==> src/rtl/timer8_pkg.sv <==
// Constants, codes and reset values of the 8-bit waveform timer.
// Assumes nothing; shared by the timer core and its helpers.
`default_nettype none
package timer8_pkg;
    localparam int unsigned CNT_W      = 8;
    localparam int unsigned PRESC_W    = 10;
    localparam logic [7:0]  CNT_MAX    = 8'hFF;
    localparam logic [7:0]  CNT_BOTTOM = 8'h00;
    localparam logic [7:0]  CNT_RST    = 8'h00;
    localparam logic [7:0]  OCR_RST    = 8'h00;
    localparam logic        WAVE_RST   = 1'b0;
    // Timer clocks per PWM period
    localparam int unsigned FAST_PERIOD  = 256;
    localparam int unsigned PHASE_PERIOD = 510;

    typedef enum logic [1:0] {
        MODE_NORMAL      = 2'b00,
        MODE_PHASE       = 2'b01,
        MODE_MATCH_CLEAR = 2'b10,
        MODE_FAST        = 2'b11
    } wave_mode_t;

    typedef enum logic [1:0] {
        ACT_NONE   = 2'b00,
        ACT_TOGGLE = 2'b01,
        ACT_CLEAR  = 2'b10,
        ACT_SET    = 2'b11
    } out_action_t;

    typedef enum logic [2:0] {
        CS_STOP  = 3'b000,
        CS_DIV1  = 3'b001,
        CS_DIV8  = 3'b010,
        CS_DIV32 = 3'b011,
        CS_DIV64 = 3'b100,
        CS_DIV128 = 3'b101,
        CS_DIV256 = 3'b110,
        CS_DIV1024 = 3'b111
    } clk_sel_t;

    // Low-bit masks of the free-running divider per factor
    localparam logic [9:0] MASK_DIV1    = 10'h000;
    localparam logic [9:0] MASK_DIV8    = 10'h007;
    localparam logic [9:0] MASK_DIV32   = 10'h01F;
    localparam logic [9:0] MASK_DIV64   = 10'h03F;
    localparam logic [9:0] MASK_DIV128  = 10'h07F;
    localparam logic [9:0] MASK_DIV256  = 10'h0FF;
    localparam logic [9:0] MASK_DIV1024 = 10'h3FF;
endpackage : timer8_pkg
`default_nettype wire

==> src/rtl/timer8_waveform_modes.sv <==
// 8-bit timer core: normal, clear-on-match, fast PWM, phase-correct PWM.
// Assumes all control inputs come from logic on core_clk.
//
// Contract
// RULE1: Clear-on-match mode clears the counter on compare match.
// RULE2: Clear-on-match compare writes act at once; a passed value waits for wrap.
// RULE3: Clear-on-match toggle action inverts the output on every match.
// RULE4: Clear-on-match overflow flag sets when counter rolls from max to zero.
// RULE5: Clear-on-match raises the compare flag each time top is reached.
// RULE6: Fast PWM counts zero to max and wraps, 256 timer clocks.
// RULE7: Fast PWM action 2 clears on match, sets at bottom; 3 opposite.
// RULE8: Fast PWM sets the overflow flag whenever the counter reaches max.
// RULE9: Fast PWM compare zero gives spike; compare max gives constant level.
// RULE10: Fast PWM toggle action gives a square wave, compare still buffered.
// RULE11: Phase-correct PWM counts up then down, 510 timer clocks.
// RULE12: Phase-correct turns at max, holding max one timer clock.
// RULE13: Phase-correct action 2 clears on up match, sets on down; 3 inverted.
// RULE14: Phase-correct sets the overflow flag when counter reaches zero.
// RULE15: Phase-correct compare zero holds low, max holds high; inverted opposite.
// RULE16: Leaving compare max, output takes up-count result at turnaround.
// RULE17: A missed up-count match still applies its result at turnaround.
// RULE18: The pin is driven only when its direction selects output.
// RULE19: Timer clock divides input clock by 1, 8, 32, 64, 128, 256, 1024.
// RULE20: Action 0 leaves the output alone and the pin under port control.
// RULE21: PWM compare writes are buffered; other modes write the comparator.
// RULE22: Compare flag sets on the timer clock after counter equals compare.
// RULE23: Counter, output and flags change only on timer clock enables; counter writes, forced matches and flag clears act on any core_clk cycle.
`default_nettype none
module timer8_waveform_modes (
    input  wire logic                        core_clk,
    input  wire logic                        sys_rst,
    input  wire timer8_pkg::wave_mode_t      modeSelect,
    input  wire timer8_pkg::out_action_t     actionSelect,
    input  wire timer8_pkg::clk_sel_t        clockSelect,
    input  wire logic                        compareWrite,
    input  wire logic [7:0]                  compareWData,
    input  wire logic                        counterWrite,
    input  wire logic [7:0]                  counterWData,
    input  wire logic                        forceCompare,
    input  wire logic                        overflowClear,
    input  wire logic                        compareClear,
    input  wire logic                        pinDirOut,
    input  wire logic                        portValue,
    output var  logic [7:0]                  counterValue,
    output var  logic [7:0]                  compareValue,
    output var  logic [7:0]                  compareBuffer,
    output var  logic                        countingDown,
    output var  logic                        waveState,
    output var  logic                        overflowFlag,
    output var  logic                        compareMatchFlag,
    output var  logic                        pinOut,
    output var  logic                        pinOe
);
    logic       timerTick;
    logic [7:0] cnt_q;
    logic [7:0] cnt_d;
    logic       dirUp_q;
    logic       dirUp_d;
    logic [7:0] ocr_q;
    logic [7:0] ocr_d;
    logic [7:0] ocrBuf_q;
    logic [7:0] ocrBuf_d;
    logic       blk_q;
    logic       blk_d;
    logic       oc_q;
    logic       oc_d;
    logic       pinOut_d;
    logic       pinOe_d;
    logic       ovfSet;
    logic       cmpSet;
    logic       match;
    logic       atMax;
    logic       atBottom;
    logic       isPwm;
    logic       upPhase;
    logic       upResult;
    logic       downResult;
    logic       actOn;

    timer8_prescaler #(
        .DIV_W (timer8_pkg::PRESC_W)
    ) u_prescaler (
        .core_clk    (core_clk),
        .sys_rst     (sys_rst),
        .clockSelect (clockSelect),
        .timerTick   (timerTick)
    );

    // A counter write removes the match of the next timer clock
    assign match    = (cnt_q == ocr_q) && !blk_q;
    assign atMax    = (cnt_q == timer8_pkg::CNT_MAX);
    assign atBottom = (cnt_q == timer8_pkg::CNT_BOTTOM);
    assign isPwm    = (modeSelect == timer8_pkg::MODE_PHASE)
                   || (modeSelect == timer8_pkg::MODE_FAST);
    // Bottom counts as up-slope so compare zero always applies the up-count result
    assign upPhase    = dirUp_q || atBottom;
    assign upResult   = (actionSelect == timer8_pkg::ACT_SET);
    assign downResult = (actionSelect == timer8_pkg::ACT_CLEAR);
    assign actOn      = actionSelect[1];

    // Counter, direction and compare registers
    always_comb begin
        cnt_d    = cnt_q;
        dirUp_d  = dirUp_q;
        ocr_d    = ocr_q;
        blk_d    = blk_q;
        ovfSet   = 1'b0;
        cmpSet   = 1'b0;
        ocrBuf_d = compareWrite ? compareWData : ocrBuf_q;
        if (!isPwm && compareWrite) begin
            ocr_d = compareWData; // RULE2 RULE21
        end
        if (timerTick) begin // RULE23
            blk_d  = 1'b0;
            cmpSet = match; // RULE22 RULE5
            case (modeSelect)
                timer8_pkg::MODE_MATCH_CLEAR: begin
                    if (match) begin
                        cnt_d = timer8_pkg::CNT_BOTTOM; // RULE1
                    end else begin
                        cnt_d = cnt_q + 8'h01; // RULE2
                    end
                    ovfSet = atMax; // RULE4
                end
                timer8_pkg::MODE_FAST: begin
                    cnt_d  = cnt_q + 8'h01; // RULE6
                    ovfSet = atMax; // RULE8
                    if (atMax) begin
                        ocr_d = ocrBuf_d; // RULE21 RULE10
                    end
                end
                timer8_pkg::MODE_PHASE: begin
                    if (dirUp_q) begin
                        if (atMax) begin
                            dirUp_d = 1'b0; // RULE12
                            cnt_d   = timer8_pkg::CNT_MAX - 8'h01;
                            ocr_d   = ocrBuf_d; // RULE21
                        end else begin
                            cnt_d = cnt_q + 8'h01; // RULE11
                        end
                    end else begin
                        if (atBottom) begin
                            dirUp_d = 1'b1;
                            cnt_d   = cnt_q + 8'h01;
                        end else begin
                            cnt_d = cnt_q - 8'h01; // RULE11
                        end
                    end
                    ovfSet = !dirUp_q && (cnt_q == 8'h01); // RULE14
                end
                default: begin
                    cnt_d  = cnt_q + 8'h01;
                    ovfSet = atMax;
                end
            endcase
        end
        if (counterWrite) begin
            cnt_d = counterWData;
            blk_d = 1'b1;
        end
    end

    always_ff @(posedge core_clk) begin
        if (sys_rst) begin
            cnt_q    <= timer8_pkg::CNT_RST;
            dirUp_q  <= 1'b1;
            ocr_q    <= timer8_pkg::OCR_RST;
            ocrBuf_q <= timer8_pkg::OCR_RST;
            blk_q    <= 1'b0;
        end else begin
            cnt_q    <= cnt_d;
            dirUp_q  <= dirUp_d;
            ocr_q    <= ocr_d;
            ocrBuf_q <= ocrBuf_d;
            blk_q    <= blk_d;
        end
    end

    // Waveform state and pin drive
    always_comb begin
        oc_d = oc_q;
        if (timerTick) begin // RULE23
            case (modeSelect)
                timer8_pkg::MODE_FAST: begin
                    if (actionSelect == timer8_pkg::ACT_TOGGLE) begin
                        if (match) begin
                            oc_d = !oc_q; // RULE10
                        end
                    end else if (actOn) begin
                        // Bottom wins, so compare max gives a steady level
                        if (atMax) begin
                            oc_d = downResult; // RULE7 RULE9
                        end else if (match) begin
                            oc_d = upResult; // RULE7 RULE9
                        end
                    end
                end
                timer8_pkg::MODE_PHASE: begin
                    if (actOn) begin
                        if (dirUp_q && atMax) begin
                            if (ocr_d == timer8_pkg::CNT_MAX) begin
                                oc_d = downResult; // RULE15
                            end else begin
                                oc_d = upResult; // RULE16 RULE17
                            end
                        end else if (match) begin
                            oc_d = upPhase ? upResult : downResult; // RULE13 RULE15
                        end
                    end
                end
                default: begin
                    if (match) begin
                        case (actionSelect)
                            timer8_pkg::ACT_TOGGLE: oc_d = !oc_q; // RULE3
                            timer8_pkg::ACT_CLEAR:  oc_d = 1'b0;
                            timer8_pkg::ACT_SET:    oc_d = 1'b1;
                            default:                oc_d = oc_q; // RULE20
                        endcase
                    end
                end
            endcase
        end
        // Forced match: output only, no flag and no counter clear
        if (forceCompare && !isPwm) begin
            case (actionSelect)
                timer8_pkg::ACT_TOGGLE: oc_d = !oc_q;
                timer8_pkg::ACT_CLEAR:  oc_d = 1'b0;
                timer8_pkg::ACT_SET:    oc_d = 1'b1;
                default:                oc_d = oc_q;
            endcase
        end
        pinOe_d = pinDirOut; // RULE18
        if (actionSelect == timer8_pkg::ACT_NONE) begin
            pinOut_d = portValue; // RULE20
        end else begin
            pinOut_d = oc_d; // RULE18
        end
    end

    always_ff @(posedge core_clk) begin
        if (sys_rst) begin
            oc_q   <= timer8_pkg::WAVE_RST;
            pinOut <= 1'b0;
            pinOe  <= 1'b0;
        end else begin
            oc_q   <= oc_d;
            pinOut <= pinOut_d;
            pinOe  <= pinOe_d;
        end
    end

    timer8_sticky_flag u_overflow (
        .core_clk  (core_clk),
        .sys_rst   (sys_rst),
        .flagSet   (ovfSet),
        .flagClear (overflowClear),
        .flag      (overflowFlag)
    );

    timer8_sticky_flag u_compare (
        .core_clk  (core_clk),
        .sys_rst   (sys_rst),
        .flagSet   (cmpSet),
        .flagClear (compareClear),
        .flag      (compareMatchFlag)
    );

    assign counterValue  = cnt_q;
    assign compareValue  = ocr_q;
    assign compareBuffer = ocrBuf_q;
    assign countingDown  = !dirUp_q;
    assign waveState     = oc_q;
endmodule : timer8_waveform_modes
`default_nettype wire

==> src/rtl/timer8_prescaler.sv <==
// Divider making the one-cycle timer clock enable from core_clk.
// Assumes clockSelect comes from logic on core_clk.
`default_nettype none
module timer8_prescaler #(
    parameter int unsigned DIV_W = timer8_pkg::PRESC_W
) (
    input  wire logic                     core_clk,
    input  wire logic                     sys_rst,
    input  wire timer8_pkg::clk_sel_t     clockSelect,
    output var  logic                     timerTick
);
    if (DIV_W < timer8_pkg::PRESC_W) begin : g_width_check
        $error("Divider too narrow for factor 1024");
    end

    logic [DIV_W-1:0] div_q;
    logic [DIV_W-1:0] div_d;
    logic [9:0]       mask;
    logic             tick_d;

    always_comb begin
        div_d = div_q + 1'b1;
        case (clockSelect)
            timer8_pkg::CS_DIV1:   mask = timer8_pkg::MASK_DIV1;
            timer8_pkg::CS_DIV8:   mask = timer8_pkg::MASK_DIV8;
            timer8_pkg::CS_DIV32:  mask = timer8_pkg::MASK_DIV32;
            timer8_pkg::CS_DIV64:  mask = timer8_pkg::MASK_DIV64;
            timer8_pkg::CS_DIV128: mask = timer8_pkg::MASK_DIV128;
            timer8_pkg::CS_DIV256: mask = timer8_pkg::MASK_DIV256;
            default:               mask = timer8_pkg::MASK_DIV1024;
        endcase
        tick_d = (clockSelect != timer8_pkg::CS_STOP)
               && ((div_q[9:0] & mask) == mask); // RULE19
    end

    always_ff @(posedge core_clk) begin
        if (sys_rst) begin
            div_q     <= '0;
            timerTick <= 1'b0;
        end else begin
            div_q     <= div_d;
            timerTick <= tick_d;
        end
    end
endmodule : timer8_prescaler
`default_nettype wire

==> src/rtl/timer8_sticky_flag.sv <==
// One sticky status flag: hardware sets, the owner clears.
// Assumes set and clear come from logic on core_clk.
`default_nettype none
module timer8_sticky_flag (
    input  wire logic core_clk,
    input  wire logic sys_rst,
    input  wire logic flagSet,
    input  wire logic flagClear,
    output var  logic flag
);
    logic flag_d;

    // Set beats a clear in the same cycle so no event is lost
    always_comb begin
        flag_d = flag;
        if (flagClear) begin
            flag_d = 1'b0;
        end
        if (flagSet) begin
            flag_d = 1'b1;
        end
    end

    always_ff @(posedge core_clk) begin
        if (sys_rst) begin
            flag <= 1'b0;
        end else begin
            flag <= flag_d;
        end
    end
endmodule : timer8_sticky_flag
`default_nettype wire

==> config.mk <==
export PLATFORM = sky130hd
export DESIGN_NAME = timer8_waveform_modes
export DESIGN_NICKNAME = d
export VERILOG_FILES = /design/src/rtl/timer8_pkg.sv /design/src/rtl/timer8_waveform_modes.sv /design/src/rtl/timer8_prescaler.sv /design/src/rtl/timer8_sticky_flag.sv
export SDC_FILE = /design/constraint.sdc
export NUM_CORES = 1
export LEC_CHECK = 0
export ABC_CLOCK_PERIOD_IN_PS = 6410
export BUFFER_PORTS_ARGS = -buffer_cell sky130_fd_sc_hd__buf_2
export CORE_MARGIN = 2
export CORE_UTILIZATION = 50
export DETAILED_ROUTE_END_ITERATION = 6
export PLACE_DENSITY = 0.81
export SETUP_SLACK_MARGIN = 0.4
export SYNTH_ARGS = -nofsm -noshare
export SYNTH_HDL_FRONTEND = slang
export SYNTH_SLANG_ARGS = --single-unit
==> constraint.sdc <==
create_clock -name core_clk -period 6.41 [get_ports core_clk]
set_input_delay 0.3205 -clock core_clk [delete_from_list [all_inputs] [get_ports core_clk]]
set_output_delay 0.3205 -clock core_clk [all_outputs]
set_load 0.005 [all_outputs]
Word-level counts from Yosys, hierarchy flattened --
Cells that the tools add are included.
Operators by class: add/sub/neg operators 3, bitwise operators 1, mux-type cells 42, reductions and logical operators 19, equal/unequal tests 17
Operators with widths (count):
- 8-bit 2-to-1 mux | 11
- 10-bit one-hot mux with 6 select lines | 1
- 8-bit one-hot mux with 2 select lines | 2
- 1-bit 2-to-1 mux | 26
- 8-bit == test (second input constant) | 2
- 10-bit by 1-bit adder with 10-bit output (second input constant) | 1
- 10-bit AND | 1
- 10-bit == test | 1
- 3-bit == test (second input constant) | 3
- 8-bit by 1-bit adder with 8-bit output (second input constant) | 1
- 2-bit == test (second input constant) | 4
- 8-bit by 1-bit == test with 1-bit output (second input constant) | 1
- 8-bit == test | 1
- 8-bit logical NOT | 1
- 8-bit by 1-bit subtractor with 8-bit output (second input constant) | 1
- 3-bit by 2-bit == test with 1-bit output (second input constant) | 2
- 1-bit logical AND | 6
- 2-bit nonzero test | 3
- 2-bit by 1-bit == test with 1-bit output (second input constant) | 2
- 1-bit logical NOT | 4
- 3-bit by 1-bit == test with 1-bit output (second input constant) | 1
- 1-bit one-hot mux with 3 select lines | 1
- 3-bit nonzero test | 1
- 2-bit logical NOT | 1
- 3 further kinds | 4
Storage, ports and cells: bits in registers 42

Longest topological paths before layout --
depth after elaboration 17, depth in mapped cells 11, depth with buffers taken out 9

Cells and area by module --
A second synthesis with hierarchy kept.
Unflattened totals: cell total of the unflattened synthesis 378, area, all modules 3035.4 um2
By module, submodules not included:
- timer8_waveform_modes | sequential area each 580.6 um2, cells each 316, times used 1, area each 2466.1 um2
- timer8_prescaler | sequential area each 220.2 um2, cells each 54, times used 1, area each 491.7 um2
- timer8_sticky_flag | sequential area each 20.0 um2, cells each 4, times used 2, area each 38.8 um2

Least setup slack after synthesis --
No wires, ideal clock.
path kind register -> register, from register cnt_q[0], in the netlist counterValue[0], to register pinOut, arrival time 2141 ps, stages on the path, launching flop included 9, path buffers 0, required time 6277 ps, slack 4136 ps, setup time 133 ps, cell sequence dfxtp_1 ha_1 nand3_1 nor4_2 a21oi_1 a21o_1 a31o_1 a31oi_1 a211oi_2
Between the ends: cells in the longest elaborated chain, start to end 13
Ends and longest elaborated chain:
- from (decl) | RTL line timer8_waveform_modes.sv:55 | logic [7:0] cnt_q;
- from (signal assigned) | RTL line timer8_waveform_modes.sv:165 | cnt_q <= timer8_pkg::CNT_RST;
- from (signal assigned) | RTL line timer8_waveform_modes.sv:171 | cnt_q <= cnt_d;
- 8-bit == test | RTL line timer8_waveform_modes.sv:91 | assign atMax = (cnt_q == timer8_pkg::CNT_MAX);
- 8-bit 2-to-1 mux | RTL line timer8_waveform_modes.sv:128, timer8_waveform_modes.sv:134
- 8-bit 2-to-1 mux | RTL line timer8_waveform_modes.sv:133 | if (dirUp_q) begin
- 8-bit one-hot mux with 2 select lines | RTL line timer8_waveform_modes.sv:116 | case (modeSelect)
- 8-bit 2-to-1 mux | RTL line timer8_waveform_modes.sv:113 | if (timerTick) begin
- 8-bit == test | RTL line timer8_waveform_modes.sv:201 | if (ocr_d == timer8_pkg::CNT_MAX) begin
- 1-bit 2-to-1 mux | RTL line timer8_waveform_modes.sv:201
- 1-bit 2-to-1 mux | RTL line timer8_waveform_modes.sv:200 | if (dirUp_q && atMax) begin
- 1-bit 2-to-1 mux | RTL line timer8_waveform_modes.sv:199 | if (actOn) begin
- 1-bit one-hot mux with 2 select lines (*) | RTL line timer8_waveform_modes.sv:183 | case (modeSelect)
- 1-bit 2-to-1 mux (*) | RTL line timer8_waveform_modes.sv:182 | if (timerTick) begin
- 1-bit 2-to-1 mux (*) | RTL line timer8_waveform_modes.sv:224 | if (forceCompare && !isPwm) begin
- 1-bit 2-to-1 mux (*) | RTL line timer8_waveform_modes.sv:233 | if (actionSelect == timer8_pkg::ACT_NONE) begin
- to (signal assigned) | RTL line timer8_waveform_modes.sv:247 | pinOut <= pinOut_d;
- to (decl) | RTL line timer8_waveform_modes.sv:51 | output var logic pinOut,
Mark *: on every way between the ends. The rest lies on a longest branch, timed or not. A chain may end at the register's enable or synchronous reset.

Worst setup path in the final report --
from input port modeSelect[1], to register pinOut
Between the ends: cells in the longest elaborated chain, start to end 17
Ends and longest elaborated chain:
- from (decl) | RTL line timer8_waveform_modes.sv:32 | input wire timer8_pkg::wave_mode_t modeSelect,
- 2-bit by 1-bit == test with 1-bit output or 2-bit == test (tied branches)
- 1-bit logical OR | RTL line timer8_waveform_modes.sv:94 | || (modeSelect == timer8_pkg::MODE_FAST);
- 1-bit logical NOT | RTL line timer8_waveform_modes.sv:110, timer8_waveform_modes.sv:224
- 1-bit logical AND | RTL line timer8_waveform_modes.sv:110 | if (!isPwm && compareWrite) begin
- 8-bit 2-to-1 mux | RTL line timer8_waveform_modes.sv:110
- 8-bit 2-to-1 mux | RTL line timer8_waveform_modes.sv:128, timer8_waveform_modes.sv:134
- 8-bit 2-to-1 mux | RTL line timer8_waveform_modes.sv:133
- 8-bit one-hot mux with 2 select lines | RTL line timer8_waveform_modes.sv:116
- 8-bit 2-to-1 mux | RTL line timer8_waveform_modes.sv:113
- 8-bit == test | RTL line timer8_waveform_modes.sv:201
- 1-bit 2-to-1 mux | RTL line timer8_waveform_modes.sv:201
- 1-bit 2-to-1 mux | RTL line timer8_waveform_modes.sv:200
- 1-bit 2-to-1 mux | RTL line timer8_waveform_modes.sv:199
- 1-bit one-hot mux with 2 select lines | RTL line timer8_waveform_modes.sv:183
- 1-bit 2-to-1 mux | RTL line timer8_waveform_modes.sv:182
- 1-bit 2-to-1 mux (*) | RTL line timer8_waveform_modes.sv:224
- 1-bit 2-to-1 mux (*) | RTL line timer8_waveform_modes.sv:233
Marked as above.

==> impl_results.md <==
* Status: finished clean
* Mapped Nets at 429
* Power Dens Cells at ~200 nW/µm²
* Layout cells sized above 1 at 0.202
* Top achievable clock speed at around 360 MHz
* Vias at about 3000
* Top post-synthesis cells by area: dfxtp_1, a21oi_1, nor2_1
* Fin cells at slightly above 500
* Critical path class: input port to register
* Die Wd at 81.0 µm
* Routed WL per cell at between 10 and 15 µm
* Worst-Skew Late Latency at approximately 0.3 ns
* Crit end category: register
* Post-synth EDFFs at 0
* Post-synthesis sequential area ratio at 0.284
* H-tree Lvls at 2
* Pre-Repair DR Iteration Count at 5
* First-pass GRT wire length at between 10000 and 15000 µm
* Final worst path period need at about 2.8 ns
* Yosys top cell area share at 0.284
* Half-perimeter wire length after detailed placement at around 5600 µm
* Initial antenna violation count at 0
* Number of global-route vias before repair at 2665
* Syn. warnings at 0
* CP max-delay cell: ha_1
* Post-CTS Setup Bufs at 0
* Max-slew violations at 0
* Row count at 28
* Buf/Inv on CP at 2
* Worst slew pin tran at 0.800 ns
* Async set or reset register ratio after synthesis at 0
* Tcrit/Tclk final at 0.435
* Synthesized instance count at roughly 390
* Drt via density at around 6.0
* Post-CTS Resized at 0
* Drt drc at 0
* CTS max path bufs at 2
* Final instance area at between 3000 and 4000 µm²
* MaxCap Viol Count at 0
* I/O pins at 62
* Clock buffer count from CTS at 5
* Clk slew on worst S/H paths at around 0.090 ns
* # diodes at 0
* Largest area contributor in the netlist: dfxtp_1
* Core Area at approximately 5800 µm²
* CP Max Fanout at 18
* Routed WL at between 7000 and 8000 µm
* FF-to-FF Start: counterValue[1]$_SDFFE_PP0P_
* Inst Count DP at ~500
* CP max stage delay at between 0.6 and 0.7 ns
* Hold_sp: pinDirOut
* Hold depth at 2
* Initial Utilization at 0.509
* Leakage at approximately 0.0015 µW
* Routability-driven placement congestion ratio at 0.909
* Most common cell after layout, fill and taps aside: buf_2
* TritonCTS clock tree: yes
* Fin Clk Skew at roughly 0.006 ns
* # clock sinks at between 40 and 50
* Largest net degree at the start of global routing at 37
* Fin util at 0.582
* Drt first-iter violations at about 320
* Clk Tree Root Cell: clkbuf_8
* CP required at 6.58 ns
* Congestion Overflow GR at 0
* Setup Viol. Count Final at 0
* Critical path's top delay family: simple AND/OR/NAND/NOR gates
* R2R Setup Slk at between 3 and 4 ns
* Unrepaired setup endpoints after global routing: no
* Worst-path cell chain: buf_2, inv_1, ha_1, or3b_1, mux2i_1, a21oi_1, nor4_2, nand4_1, a31oi_1, a211oi_2
* Top_reg_cell synth: dfxtp_1
* Hold Crit Class: input port to register
* Final #Nets at between 400 and 500
* TNS Setup at 0 ns
* CP Launch Type: input port
* Remaining antenna violation count after routing at 0
* Design Power at between 600 and 700 µW
* Final hold vios at 0
* Input/output buffers at roughly 60
* Post-cts hold buffer count at 0
* Peak supply drop at approximately 0.15 mV
* Die H at 81.0 µm
* CP arrival at between 2 and 3 ns
* Post-Syn Area at 2960 µm²
* Area grow syn2layout at 14.4%
* Worst setup path start: modeSelect[1]
* Max_slew headroom at 0.462
* Netlist cell types at 53
* Full die area at about 6600 µm²
* Critical Path Stages at 10
* Yosys reg bits at 42
* Reg2Reg Depth at 8
* Placed Area at about 3200 µm²
* Total track usage at 0.238
* Syn_area_per_cell at around 7.6 µm²
* Most frequent cells in the layout: buf_2, nor2_1, dfxtp_1, nand2_1, a21oi_1
-- metal layers --
layer,track usage,vias up,share of wire
li1,-,1490,-
met1,0.311,1401,0.43
met2,0.383,143,0.47
met3,0.0344,17,0.077
met4,0.117,0,0.025
met5,0,-,0
-- state kept, by name (all words and copies together) (netlist names) --
signal and cells:
counterValue 8, dirUp_q 1, pinOe 1, u_prescaler.div_q 10
u_compare.flag 1, u_prescaler.timerTick 1, pinOut 1, blk_q 1
compareValue 8, waveState 1, compareBuffer 8, u_overflow.flag 1
-- logic make-up after synthesis --
family                   count (synthesis)  synth area share
buffers and inverters                   45            0.0668
flip-flops                              42             0.284
XOR/XNOR                                17            0.0503
AND/OR/NAND/NOR                        154             0.262
adder cells (fa/ha/maj)                  8            0.0338
AO/OA/AOI/OAI                          103             0.234
multiplexers                            20            0.0693
-- Yosys cell counts (10+ instances only) --
cell type   n
nand2_1    37
inv_1      21
nand3_1    16
xor2_1     13
nand4_1    12
o21ai_0    22
dfxtp_1    42
mux2i_1    16
a21oi_1    33
nor2_1     44
nor3_1     10
clkbuf_1   11
-- worst paths after layout --
path,to
setup / recovery,pinOut$_SDFF_PP0_
hold / removal,pinOe$_SDFF_PP0_
setup reg to reg,pinOut$_SDFF_PP0_
hold reg to reg,u_prescaler.div_q[0]$_SDFF_PP0_
-- final cells by class --
cell class | count | area, µm²
sequential | 42 | 841
clock buffer | 5 | 68.8
tap | 75 | 93.8
fill | 573 | 2430
multi-input combinational | 302 | 1920
clock inverter | 3 | 68.8
inverter | 21 | 78.8
timing repair buffer | 62 | 313
-- metrics by stage --
stage	hold WS (ns)	worst slack [ns]
2_1_floorplan	0.418	4.14
3_3_place_gp	0.429	3.50
3_5_place_dp	0.446	3.35
4_1_cts	0.223	3.67
5_1_grt	0.234	3.40
6_report	0.231	3.62
-- report_power, final --
group / leakage (µW) / switching, µW / internal, µW
logic: 0.00107 / 77.5 / 60.0
registers: 0.000345 / 23.8 / 275
clock network: 0.0000683 / 99.2 / 156
(Power assumes the default switching activity.)
